$ cat src/common/wake_timer_pkg.sv
// Package for the wake-up timer serial target port.
// Holds the bus address, pointer layout, debounce and tick constants.
// Assumes a single 20 MHz system clock.
package wake_timer_pkg;

    // ****************************************
    // Bus framing
    // ****************************************
    localparam logic [6:0] TARGET_ADDR = 7'h32;  // Seven-bit target address
    localparam int REG_BYTES = 3;                // Bytes per register
    localparam logic [7:0] FILL_BYTE = 8'hFF;    // Read past end of register
    localparam int PTR_BIT = 7;                  // Pointer bit in second byte
    localparam int RW_BIT = 0;                   // Direction bit in address byte

    // ****************************************
    // Timing
    // ****************************************
    localparam int CLK_HZ = 20000000;            // System clock rate
    localparam int TICK_HZ = 8;                  // Debounce sampling rate
    localparam int TICK_CYCLES = CLK_HZ / TICK_HZ;
    localparam int DEB_SAMPLES = 3;              // Agreeing samples needed
    localparam logic DEB_RESET = 1'b0;           // Debounced level at reset

    // ****************************************
    // Protocol states
    // ****************************************
    typedef enum logic [2:0] {
        ST_IDLE = 3'b000,   // Waiting for a start
        ST_ADDR = 3'b001,   // Shifting the address byte
        ST_RX = 3'b010,     // Shifting a written byte
        ST_TX = 3'b011,     // Shifting a read byte out
        ST_ACK = 3'b100,    // Driving acknowledge
        ST_MACK = 3'b101,   // Sampling the master's acknowledge
        ST_SKIP = 3'b110    // Not addressed, byte refused or read ended; released
    } port_state_t;

endpackage

$ cat src/hdl/wake_timer_port.sv
// Serial target port of a low-power wake-up timer.
// Assumes scl/sda/clear pins are asynchronous; timer core gives the count.
`timescale 1ns/1ps
module wake_timer_port
    import wake_timer_pkg::*;
#(
    // Debounce tick length in clocks; a bench may shorten it
    parameter int TICK_CYCLES_P = TICK_CYCLES
)
(
    // Clock and reset
    input wire logic clk_sys_i,
    input wire logic reset_i,
    // Serial bus pins (open drain data)
    input wire logic scl_i,
    input wire logic sda_i,
    output logic sda_o,
    output logic sda_oe_n_o,
    // External clear pin, active low
    input wire logic clear_n_i,
    // Timer core side
    input wire logic [23:0] elapsed_count_i,
    output logic [23:0] alarm_match_value_o,
    output logic alarm_write_o,
    output logic clear_n_deb_o
);

    // ****************************************
    // Pin synchronisers
    // ****************************************
    logic [2:0] meta_r;  // First stage, read only by second stage
    logic [2:0] sync_r;  // Second stage: scl, sda, clear
    logic [2:0] sync_nxt;
    logic scl_d_r;       // Previous synced clock
    logic sda_d_r;       // Previous synced data

    always_comb begin
        sync_nxt = meta_r;
    end

    // Two flops per pin plus history for edge finding
    always_ff @(posedge clk_sys_i) begin
        if (reset_i) begin
            meta_r <= 3'h7;
            sync_r <= 3'h7;
            scl_d_r <= 1'b1;
            sda_d_r <= 1'b1;
        end else begin
            meta_r <= {clear_n_i, sda_i, scl_i};
            sync_r <= sync_nxt;
            scl_d_r <= sync_r[0];
            sda_d_r <= sync_r[1];
        end
    end

    wire scl_s = sync_r[0];
    wire sda_s = sync_r[1];
    wire scl_rise = scl_s & ~scl_d_r;
    wire scl_fall = ~scl_s & scl_d_r;
    wire drv_low = ~sda_oe_n_o & ~sda_o;
    // Conditions only with clock steady high, and not while we pull low
    wire start_ev = scl_s & scl_d_r & sda_d_r & ~sda_s & ~drv_low;
    wire stop_ev = scl_s & scl_d_r & ~sda_d_r & sda_s & ~drv_low;

    // ****************************************
    // Clear pin debounce
    // ****************************************
    logic [31:0] tick_cnt_r, tick_cnt_nxt;
    logic [DEB_SAMPLES-1:0] samp_r, samp_nxt;
    logic deb_r, deb_nxt;
    wire tick = (tick_cnt_r == 32'(TICK_CYCLES_P - 1));

    // Three samples at 8 Hz; level accepted only on agreement
    always_comb begin
        tick_cnt_nxt = tick ? 32'h0 : tick_cnt_r + 32'h1;
        samp_nxt = samp_r;
        deb_nxt = deb_r;
        if (tick) begin
            samp_nxt = {samp_r[DEB_SAMPLES-2:0], sync_r[2]};
            if (&samp_nxt)
                deb_nxt = 1'b1;
            else if (~|samp_nxt)
                deb_nxt = 1'b0;
        end
    end

    // Starts low, as after power-on
    always_ff @(posedge clk_sys_i) begin
        if (reset_i) begin
            tick_cnt_r <= 32'h0;
            samp_r <= '0;
            deb_r <= DEB_RESET;
        end else begin
            tick_cnt_r <= tick_cnt_nxt;
            samp_r <= samp_nxt;
            deb_r <= deb_nxt;
        end
    end
    assign clear_n_deb_o = deb_r;

    // ****************************************
    // Protocol engine
    // ****************************************
    port_state_t st_r, st_nxt;
    logic [7:0] sh_r, sh_nxt;       // Shift register
    logic [3:0] bit_r, bit_nxt;     // Bits done in byte
    logic [2:0] byte_r, byte_nxt;   // Data bytes after address
    logic rd_r, rd_nxt;             // Read direction
    logic ptr_r, ptr_nxt;           // 1 = alarm write, 0 = alarm read
    logic ackok_r, ackok_nxt;       // Ack pending byte
    logic sda_r, sda_nxt;           // Output level (0 = pull low)
    logic [23:0] alarm_r, alarm_nxt;
    logic wr_r, wr_nxt;
    logic [7:0] txb;

    // Pick next read byte; count reads only bytes 0..2 then ones
    always_comb begin
        txb = FILL_BYTE;
        if (byte_r < 3'(REG_BYTES)) begin
            // Alarm only when pointer cleared and clear pin high
            if (!ptr_r && deb_r)
                txb = alarm_r[8'(23 - 8 * byte_r) -: 8];
            else
                txb = elapsed_count_i[8'(23 - 8 * byte_r) -: 8];
        end
    end

    always_comb begin
        st_nxt = st_r;
        sh_nxt = sh_r;
        bit_nxt = bit_r;
        byte_nxt = byte_r;
        rd_nxt = rd_r;
        ptr_nxt = ptr_r;
        ackok_nxt = ackok_r;
        sda_nxt = sda_r;
        alarm_nxt = alarm_r;
        wr_nxt = 1'b0;
        if (stop_ev) begin
            // Stop ends access and sets pointer to 1; clear pin plays no part
            st_nxt = ST_IDLE;
            ptr_nxt = 1'b1;
            sda_nxt = 1'b1;
        end else if (start_ev) begin
            // Start or restart; pointer kept across restart
            st_nxt = ST_ADDR;
            bit_nxt = 4'h0;
            sda_nxt = 1'b1;
        end else begin
            unique case (st_r)
                ST_IDLE, ST_SKIP: begin
                    sda_nxt = 1'b1;
                end
                ST_ADDR, ST_RX: begin
                    if (scl_rise) begin
                        sh_nxt = {sh_r[6:0], sda_s};
                        bit_nxt = bit_r + 4'h1;
                    end
                    if (scl_fall && bit_r == 4'h8) begin
                        st_nxt = ST_ACK;
                        ackok_nxt = 1'b1;
                        if (st_r == ST_ADDR) begin
                            if (sh_r[7:1] != TARGET_ADDR) begin
                                st_nxt = ST_SKIP;
                                ackok_nxt = 1'b0;
                            end
                            rd_nxt = sh_r[RW_BIT];
                            byte_nxt = 3'h0;
                        end else if (byte_r == 3'h0) begin
                            ptr_nxt = sh_r[PTR_BIT];
                            ackok_nxt = deb_r | ~sh_r[PTR_BIT];
                        end else begin
                            ackok_nxt = deb_r & ptr_r;
                            if (deb_r && ptr_r && byte_r <= 3'(REG_BYTES)) begin
                                // Byte-wise update, top byte first
                                alarm_nxt[8'(23 - 8 * (byte_r - 3'h1)) -: 8]
                                    = sh_r;
                                wr_nxt = 1'b1;
                            end
                        end
                        if (st_nxt == ST_ACK) begin
                            sda_nxt = ~ackok_nxt;
                            if (!ackok_nxt)
                                st_nxt = ST_SKIP;
                        end
                        if (st_r == ST_RX)
                            byte_nxt = byte_r + 3'h1;
                    end
                end
                ST_ACK: begin
                    // After ninth pulse falls: release on a write, drive first bit on a read
                    if (scl_fall) begin
                        bit_nxt = 4'h0;
                        if (rd_r) begin
                            st_nxt = ST_TX;
                            sh_nxt = {txb[6:0], 1'b1};
                            sda_nxt = txb[7];
                        end else begin
                            st_nxt = ST_RX;
                            sda_nxt = 1'b1;
                        end
                    end
                end
                ST_TX: begin
                    if (scl_fall) begin
                        bit_nxt = bit_r + 4'h1;
                        if (bit_r == 4'h7) begin
                            st_nxt = ST_MACK;
                            sda_nxt = 1'b1;
                            // Saturate so long reads keep returning ones
                            if (byte_r != 3'h7)
                                byte_nxt = byte_r + 3'h1;
                        end else begin
                            sda_nxt = sh_r[7];
                            sh_nxt = {sh_r[6:0], 1'b1};
                        end
                    end
                end
                ST_MACK: begin
                    // Master ack continues, no-ack ends the read
                    if (scl_rise)
                        ackok_nxt = ~sda_s;
                    if (scl_fall) begin
                        bit_nxt = 4'h0;
                        if (ackok_r) begin
                            st_nxt = ST_TX;
                            sh_nxt = {txb[6:0], 1'b1};
                            sda_nxt = txb[7];
                        end else begin
                            st_nxt = ST_SKIP;
                        end
                    end
                end
                default: st_nxt = ST_IDLE;
            endcase
        end
    end

    // Protocol registers; alarm value survives everything but reset
    always_ff @(posedge clk_sys_i) begin
        if (reset_i) begin
            st_r <= ST_IDLE;
            sh_r <= 8'h00;
            bit_r <= 4'h0;
            byte_r <= 3'h0;
            rd_r <= 1'b0;
            ptr_r <= 1'b1;
            ackok_r <= 1'b0;
            sda_r <= 1'b1;
            alarm_r <= 24'h000000;
            wr_r <= 1'b0;
        end else begin
            st_r <= st_nxt;
            sh_r <= sh_nxt;
            bit_r <= bit_nxt;
            byte_r <= byte_nxt;
            rd_r <= rd_nxt;
            ptr_r <= ptr_nxt;
            ackok_r <= ackok_nxt;
            sda_r <= sda_nxt;
            alarm_r <= alarm_nxt;
            wr_r <= wr_nxt;
        end
    end

    // Open drain: only ever drive low
    assign sda_o = 1'b0;
    assign sda_oe_n_o = sda_r;
    assign alarm_match_value_o = alarm_r;
    assign alarm_write_o = wr_r;

    // ****************************************
    // Checks
    // ****************************************
    a_stop_idle: assert property (@(posedge clk_sys_i) disable iff (reset_i)
        stop_ev |=> st_r == ST_IDLE && ptr_r)
        else $error("stop did not idle");
    a_start_addr: assert property (@(posedge clk_sys_i) disable iff (reset_i)
        start_ev && !stop_ev |=> st_r == ST_ADDR && bit_r == 4'h0)
        else $error("start not taken");
    a_skip_released: assert property (@(posedge clk_sys_i)
        disable iff (reset_i) st_r == ST_SKIP |-> sda_oe_n_o)
        else $error("driving while not addressed");
    a_ack_low: assert property (@(posedge clk_sys_i) disable iff (reset_i)
        st_r == ST_ACK |-> !sda_oe_n_o)
        else $error("ack not driven");
    a_no_cond_drv: assert property (@(posedge clk_sys_i)
        disable iff (reset_i)
        drv_low |=> st_r != ST_IDLE && st_r != ST_ADDR)
        else $error("condition taken while driving");
    a_write_gated: assert property (@(posedge clk_sys_i)
        disable iff (reset_i) wr_r |-> $past(deb_r))
        else $error("write while cleared");
    a_alarm_stable: assert property (@(posedge clk_sys_i)
        disable iff (reset_i) !wr_r |-> $stable(alarm_r))
        else $error("alarm changed without write");
    a_fill_ones: assert property (@(posedge clk_sys_i)
        disable iff (reset_i)
        st_r == ST_TX && byte_r >= 3'(REG_BYTES) |-> sda_oe_n_o)
        else $error("past end not ones");
    c_write: cover property (@(posedge clk_sys_i) wr_r);
    c_read: cover property (@(posedge clk_sys_i) st_r == ST_MACK);
    c_restart: cover property (@(posedge clk_sys_i)
        start_ev && st_r == ST_RX);
    c_alarm_read: cover property (@(posedge clk_sys_i)
        st_r == ST_TX && !ptr_r && deb_r);

endmodule

$ cat config.mk
export PLATFORM = sky130hd
export DESIGN_NAME = wake_timer_port
export DESIGN_NICKNAME = d
export VERILOG_FILES = /design/src/common/wake_timer_pkg.sv /design/src/hdl/wake_timer_port.sv
export SDC_FILE = /design/constraint.sdc
export NUM_CORES = 1
export LEC_CHECK = 0
export BUFFER_PORTS_ARGS = -buffer_cell sky130_fd_sc_hd__buf_2
export CORE_MARGIN = 4
export CORE_UTILIZATION = 44
export CTS_BUF_LIST = sky130_fd_sc_hd__clkbuf_4 sky130_fd_sc_hd__clkbuf_8
export CTS_CLUSTER_SIZE = 8
export DETAILED_ROUTE_END_ITERATION = 8
export GPL_TIMING_DRIVEN = 0
export PLACE_DENSITY = 0.62
export SLEW_MARGIN = 20
export SYNTH_ARGS = -nofsm -noshare
export SYNTH_HDL_FRONTEND = slang
export SYNTH_SLANG_ARGS = --single-unit
$ cat constraint.sdc
create_clock -name clk_sys_i -period 4.6 [get_ports clk_sys_i]
set_clock_uncertainty 0.05 [all_clocks]
set_input_delay 0.92 -clock clk_sys_i [delete_from_list [all_inputs] [get_ports clk_sys_i]]
set_output_delay 0.92 -clock clk_sys_i [all_outputs]
set_load 0.05 [all_outputs]
# After elaboration in Yosys (flattened, before gate mapping)
# Index checks and enable logic that the tools add are counted.
dict set report word_totals {
  ff_bits 90
  inputBits 29
  word_cells 183
}
dict set report op_classes {
  n_addsub 7
  order_cmp 2
  n_eq_ne 34
  shift 4
  muxes 62
  bitwise_logic 24
  n_reduce_logical 32
}
# operator count
set op_table {}
lappend op_table {{8-bit two-way mux} 9}
lappend op_table {{31-bit by 9-bit indexed part select with 8-bit output} 2}
lappend op_table {{3-bit two-way mux} 18}
lappend op_table {{32-bit by 1-bit adder with 32-bit output (second input constant)} 1}
lappend op_table {{32-bit by 22-bit equality test with 1-bit output (second input constant)} 1}
lappend op_table {{8-bit case mux with 4 select lines} 1}
lappend op_table {{8-bit by 10-bit variable shift with 31-bit output (first input constant)} 1}
lappend op_table {{8-bit by 10-bit indexed part select with 31-bit output} 1}
lappend op_table {{2-bit inequality test (second input constant)} 14}
lappend op_table {{24-bit bitwise mux} 1}
lappend op_table {{3-bit inequality test (second input constant)} 8}
lappend op_table {{1-bit two-way mux} 22}
lappend op_table {{5-bit AND reduction} 4}
lappend op_table {{4-bit two-way mux} 4}
lappend op_table {{3-bit case mux with 5 select lines} 1}
lappend op_table {{7-bit AND reduction} 2}
lappend op_table {{1-bit NOT} 13}
lappend op_table {{3-bit equality test (second input constant)} 4}
lappend op_table {{4-bit case mux with 3 select lines} 1}
lappend op_table {{6-bit AND reduction} 2}
lappend op_table {{1-bit AND} 10}
lappend op_table {{8-bit negation with 10-bit output} 1}
lappend op_table {{10-bit AND reduction} 1}
lappend op_table {{2-bit OR reduction} 5}
lappend op_table {{29 further kinds} 38}

# Logic depth before layout (Yosys ltp)
dict set report depth {
  ltp_word 13
  ltp_mapped 10
  depth_no_buf 7
}

# Worst setup path before layout
# OpenSTA, ideal clock, no wires.
dict set report synth_timing {
  kind {register to register}
  startpoint {reg byte_r[0]}
  endpoint {reg alarm_r[23], in the netlist alarm_match_value_o[23]}
  arrival_ns 2.479
  required_ns 4.422
  slack_ns 1.943
  stages_incl_launch_ff 10
  n_path_buf 2
  synth_period_minus_slack_ns 2.657
  path_cell_list {dfxtp_1 -> buf_2 -> clkbuf_1 -> inv_1 -> ha_1 -> nand2b_1 -> o2111ai_1 -> nor4_4 -> mux2i_1 -> nor2_1}
}
dict set report synth_via {
  elab_chain_cells 5
}
# item line_no
set synth_lines {}
lappend synth_lines {{start: declaration} wake_timer_port.sv:107} ;# logic [2:0] byte_r, byte_nxt;
lappend synth_lines {{start signal: assignment} wake_timer_port.sv:256} ;# byte_r <= byte_nxt;
lappend synth_lines {{3-bit by 1-bit subtractor with 4-bit output} wake_timer_port.sv:176} ;# alarm_nxt[8'(23 - 8 * (byte_r - 3'h1)) -: 8]
lappend synth_lines {{6-bit by 7-bit subtractor with 8-bit output} wake_timer_port.sv:176}
lappend synth_lines {{8-bit negation with 10-bit output} wake_timer_port.sv:176}
lappend synth_lines {{8-bit by 10-bit indexed part select with 31-bit output / 8-bit by 10-bit variable shift with 31-bit output (equally long branches)} wake_timer_port.sv:176}
lappend synth_lines {{24-bit bitwise mux} wake_timer_port.sv:176}
lappend synth_lines {{end signal: assignment} wake_timer_port.sv:261} ;# alarm_r <= alarm_nxt;
lappend synth_lines {{end: declaration} wake_timer_port.sv:112} ;# logic [23:0] alarm_r, alarm_nxt;
# Several ways; a longest one is shown, not always the timed one.
# A chain may end at the register's enable or synchronous reset.

# Worst setup path in the final report
dict set report layout_timing {
  startpoint {reg byte_r[0]}
  endpoint {reg alarm_r[8], in the netlist alarm_match_value_o[8]}
}
# Same word-level chain as after synthesis.

==> results.yml <==
clocking:
  clock-sinks: 90
  ctsResizeCount: 0
  ctsHoldBuffers: 0
  clkLatencyLatePin_ns: 0.36
  cts_tree: "yes"
  numCtsBuffers: 9
  root_buffer: "clkbuf_8"
  cts_buffer_depth: 2
  h-tree-depth: 3
  clk_pin_slew_ns: 0.09
  post_cts_buffers: 0
critical_path:
  critPathKind: "reg2reg"
  cp.arrival_ns: 3.66
  crit_top_cell: "mux2i_1"
  cp.required_ns: 4.85
  r2r_end: "alarm_match_value_o[8]"
  slowest_stage: "nor3b_1"
  cp_num_buf_inv: 4
  regToRegSetupSlack_ns: 1.19
  rr_worst_depth: 10
  reg2reg_from: "byte_r[0]"
  cp-start-kind: "flop"
  slowest_delay_ns: 0.62
  path_cells: "buf_2 -> clkbuf_1 -> inv_1 -> ha_1 -> buf_1 -> o21a_1 -> mux2i_1 -> nor3b_1 -> mux2i_1 -> nor2_1"
  cp_top_family: "buffers and inverters"
  crit_path_end_kind: "flop"
  crit_fanout: 10
finish:
  area_delta_synth_final_pct: 14.0
  nets: 633
  drive_gt1_share_pct: 17.6
  diodes: 0
  fin_area_sq_um: 5390
yosys:
  synth_fp_nets: 567
  ys_seq_area_share_pct: 38.1
  synth.most_common_cell: "dfxtp_1"
  syn_inst: 530
  synth_top_area_share_pct: 38.1
  synth_ff_type: "dfxtp_1"
  yosys.area.top_type: "dfxtp_1"
  synth_commonest_cells: "dfxtp_1, nor2_1, nand2_1, mux2i_1, a21oi_1"
  ys_warn_count: 0
  async_reset_ff_share_pct: 0
  synth_edf_count: 0
  post_synth.cell_area_avg_sq_um: 8.91
  synthDistinctLibCells: 68
  synth_seq_cells: 90
  syn_area_sq_um: 4720
  synth_area_leaders: "dfxtp_1, mux2i_1, nor2_1"
routing:
  drt_iter0_markers: 277
  postRouteWirelength_um: 12300
  wl_per_cell_um: 16.6
  routed_via_density: 5.61
  drt-pass1-iter-count: 4
  drc: 0
  route.antenna.remaining_nets: 0
  vias: 4137
worst_hold_path:
  min_to: "sync_r[0]"
  hold_path_depth: 1
  hp-class: "reg2reg"
  hp-start: "meta_r[0]"
timing:
  drv_slew: 0
  hold_violations: 0
  finalSetupTns_ns: 0
  fin_crit_sh_pct: 74.1
  period_minus_slack_ns: 3.41
  slew_headroom_pct: 35.4
  finalSetupViolCount: 0
  fmax_mhz: 293
  tightest_slew_ns: 0.961
  rsz0062_at_grt: "false"
  worst_slack_ns: 1.19
placed_design:
  gp_congestion: 0.912
  port_buffers: 55
  dpl_cell_area_sq_um: 5170
  post-dp-hpwl_um: 9210
  place_ws_ns: 1.22
pwr:
  ir_worst_vdd_mv: 0.142
  power.density_nw_per_um2: 269
  power_mw: 1.45
  power_leakage_nw: 1.96
run_status:
  outcome: "finished clean"
grt:
  grt_antenna_before_repair: 0
  grt_pass1_wl_um: 20400
  grt_max_degree: 16
  gr-usage-all-layers_pct: 19.8
  grt_pass1_vias: 4059
  overflow: 0
die:
  dieHeight_um: 112
  die_w_um: 112
  die_area_sq_um: 12500
  ios: 57
  core_sq_um: 10400
  start_util_pct: 45.6
  rows: 37
flow_run:
  maxCapViolCount: 0
per-layer routing:
metal | vias up | wire length [um] | share of wire, % | GRT usage, %
met5 | - | 0 | 0 | 0
met2 | 77 | 5670 | 46 | 31.8
met4 | 0 | 165 | 1.3 | 6.73
li1 | 2043 | - | - | -
met3 | 13 | 515 | 4.2 | 2.99
met1 | 2004 | 5900 | 48 | 27.3
how the worst max path moves through the flow:
stage	startpoint	to	slack, ns	cells after the start
2_1_floorplan	byte_r[0]	alarm_match_value_o[23]	1.94	9
3_3_place_gp	byte_r[0]	alarm_match_value_o[8]	1.29	10
3_5_place_dp	byte_r[0]	alarm_match_value_o[0]	1.22	10
4_1_cts	byte_r[0]	alarm_match_value_o[8]	1.19	10
5_1_grt	byte_r[0]	alarm_match_value_o[16]	0.79	10
6_report	byte_r[0]	alarm_match_value_o[8]	1.19	10
worst reg2reg max path, delay by kind of cell, from the launching register on:
| family | cells | cell delay, ns |
|---|---|---|
| flops | 1 | 0.34 |
| compound gates | 1 | 0.19 |
| fa+ha+maj | 1 | 0.36 |
| mux | 2 | 0.36 |
| simple gates | 2 | 0.74 |
| buf+inv | 4 | 1.31 |
cells in the final DEF (no fill, tap or decap), types with 6 or more instances in the layout:
master | netlist | final
a22o_1 | 6 | 6
and3_1 | 6 | 6
nand2b_1 | 8 | 8
clkbuf_1 | 18 | 18
xor2_1 | 14 | 14
nor2b_1 | 6 | 6
o21ai_0 | 9 | 9
dfxtp_1 | 90 | 90
buf_2 | 1 | 56
or2_2 | 10 | 10
mux2_2 | 7 | 7
a21oi_1 | 30 | 30
nand3_1 | 13 | 13
nor2_1 | 76 | 76
mux4_2 | 7 | 7
nand4_1 | 11 | 11
ha_1 | 8 | 8
inv_1 | 12 | 12
nor3_1 | 12 | 12
nor3b_1 | 11 | 11
mux2i_1 | 32 | 32
clkbuf_8 | 0 | 9
or3_1 | 6 | 6
and2_1 | 7 | 7
xnor2_1 | 13 | 13
nand2_1 | 33 | 33
state kept, by name, summed over array words and instances, names as in the netlist:
name                 count
sh_r                     8
meta_r                   3
sync_r                   3
ackok_r                  1
byte_r                   3
tick_cnt_r              32
samp_r                   2
clear_n_deb_o            1
alarm_match_value_o     24
rd_r                     1
ptr_r                    1
st_r                     3
bit_r                    4
alarm_write_o            1
sda_d_r                  1
sda_oe_n_o               1
scl_d_r                  1
per-stage QoR:
stage               std cells  util, %  hold WS (ns)
floorplan                 530        -         0.339
detailed placement        721     49.9         0.343
global route              737     51.9         0.393
CTS                       737     51.9         0.365
finish                    737     51.9         0.363
global placement          721     49.9         0.346
cell families (layout without fill, tap and decap cells):
group           Yosys count  in the layout  synth area share, %
other cells               1              1               0.0794
compound gates           88             88                 12.6
mux                      46             46                 11.8
simple gates            232            232                 26.7
fa+ha+maj                 9              9                 2.33
buf+inv                  37            108                 3.36
xor+xnor                 27             27                 5.01
flops                    90             90                 38.1
area by class of cell:
cell class	count	area, sq um
Inverter	12	45.0
Clock inverter	7	91.3
Clock buffer	9	124
Multi-Input combinational cell	403	2760
Timing Repair Buffer	55	275
Tap cell	136	170
Sequential cell	90	1800
Fill cell	1038	4980
Buffer	25	114
power breakdown:
part | internal (mW) | leakage [nW] | switching [mW]
Sequential | 0.784 | 0.727 | 0.00452
Combinational | 0.0273 | 1.12 | 0.0388
Clock | 0.305 | 0.109 | 0.288
Total | 1.12 | 1.96 | 0.332
Power figures use the tool's default switching activity.
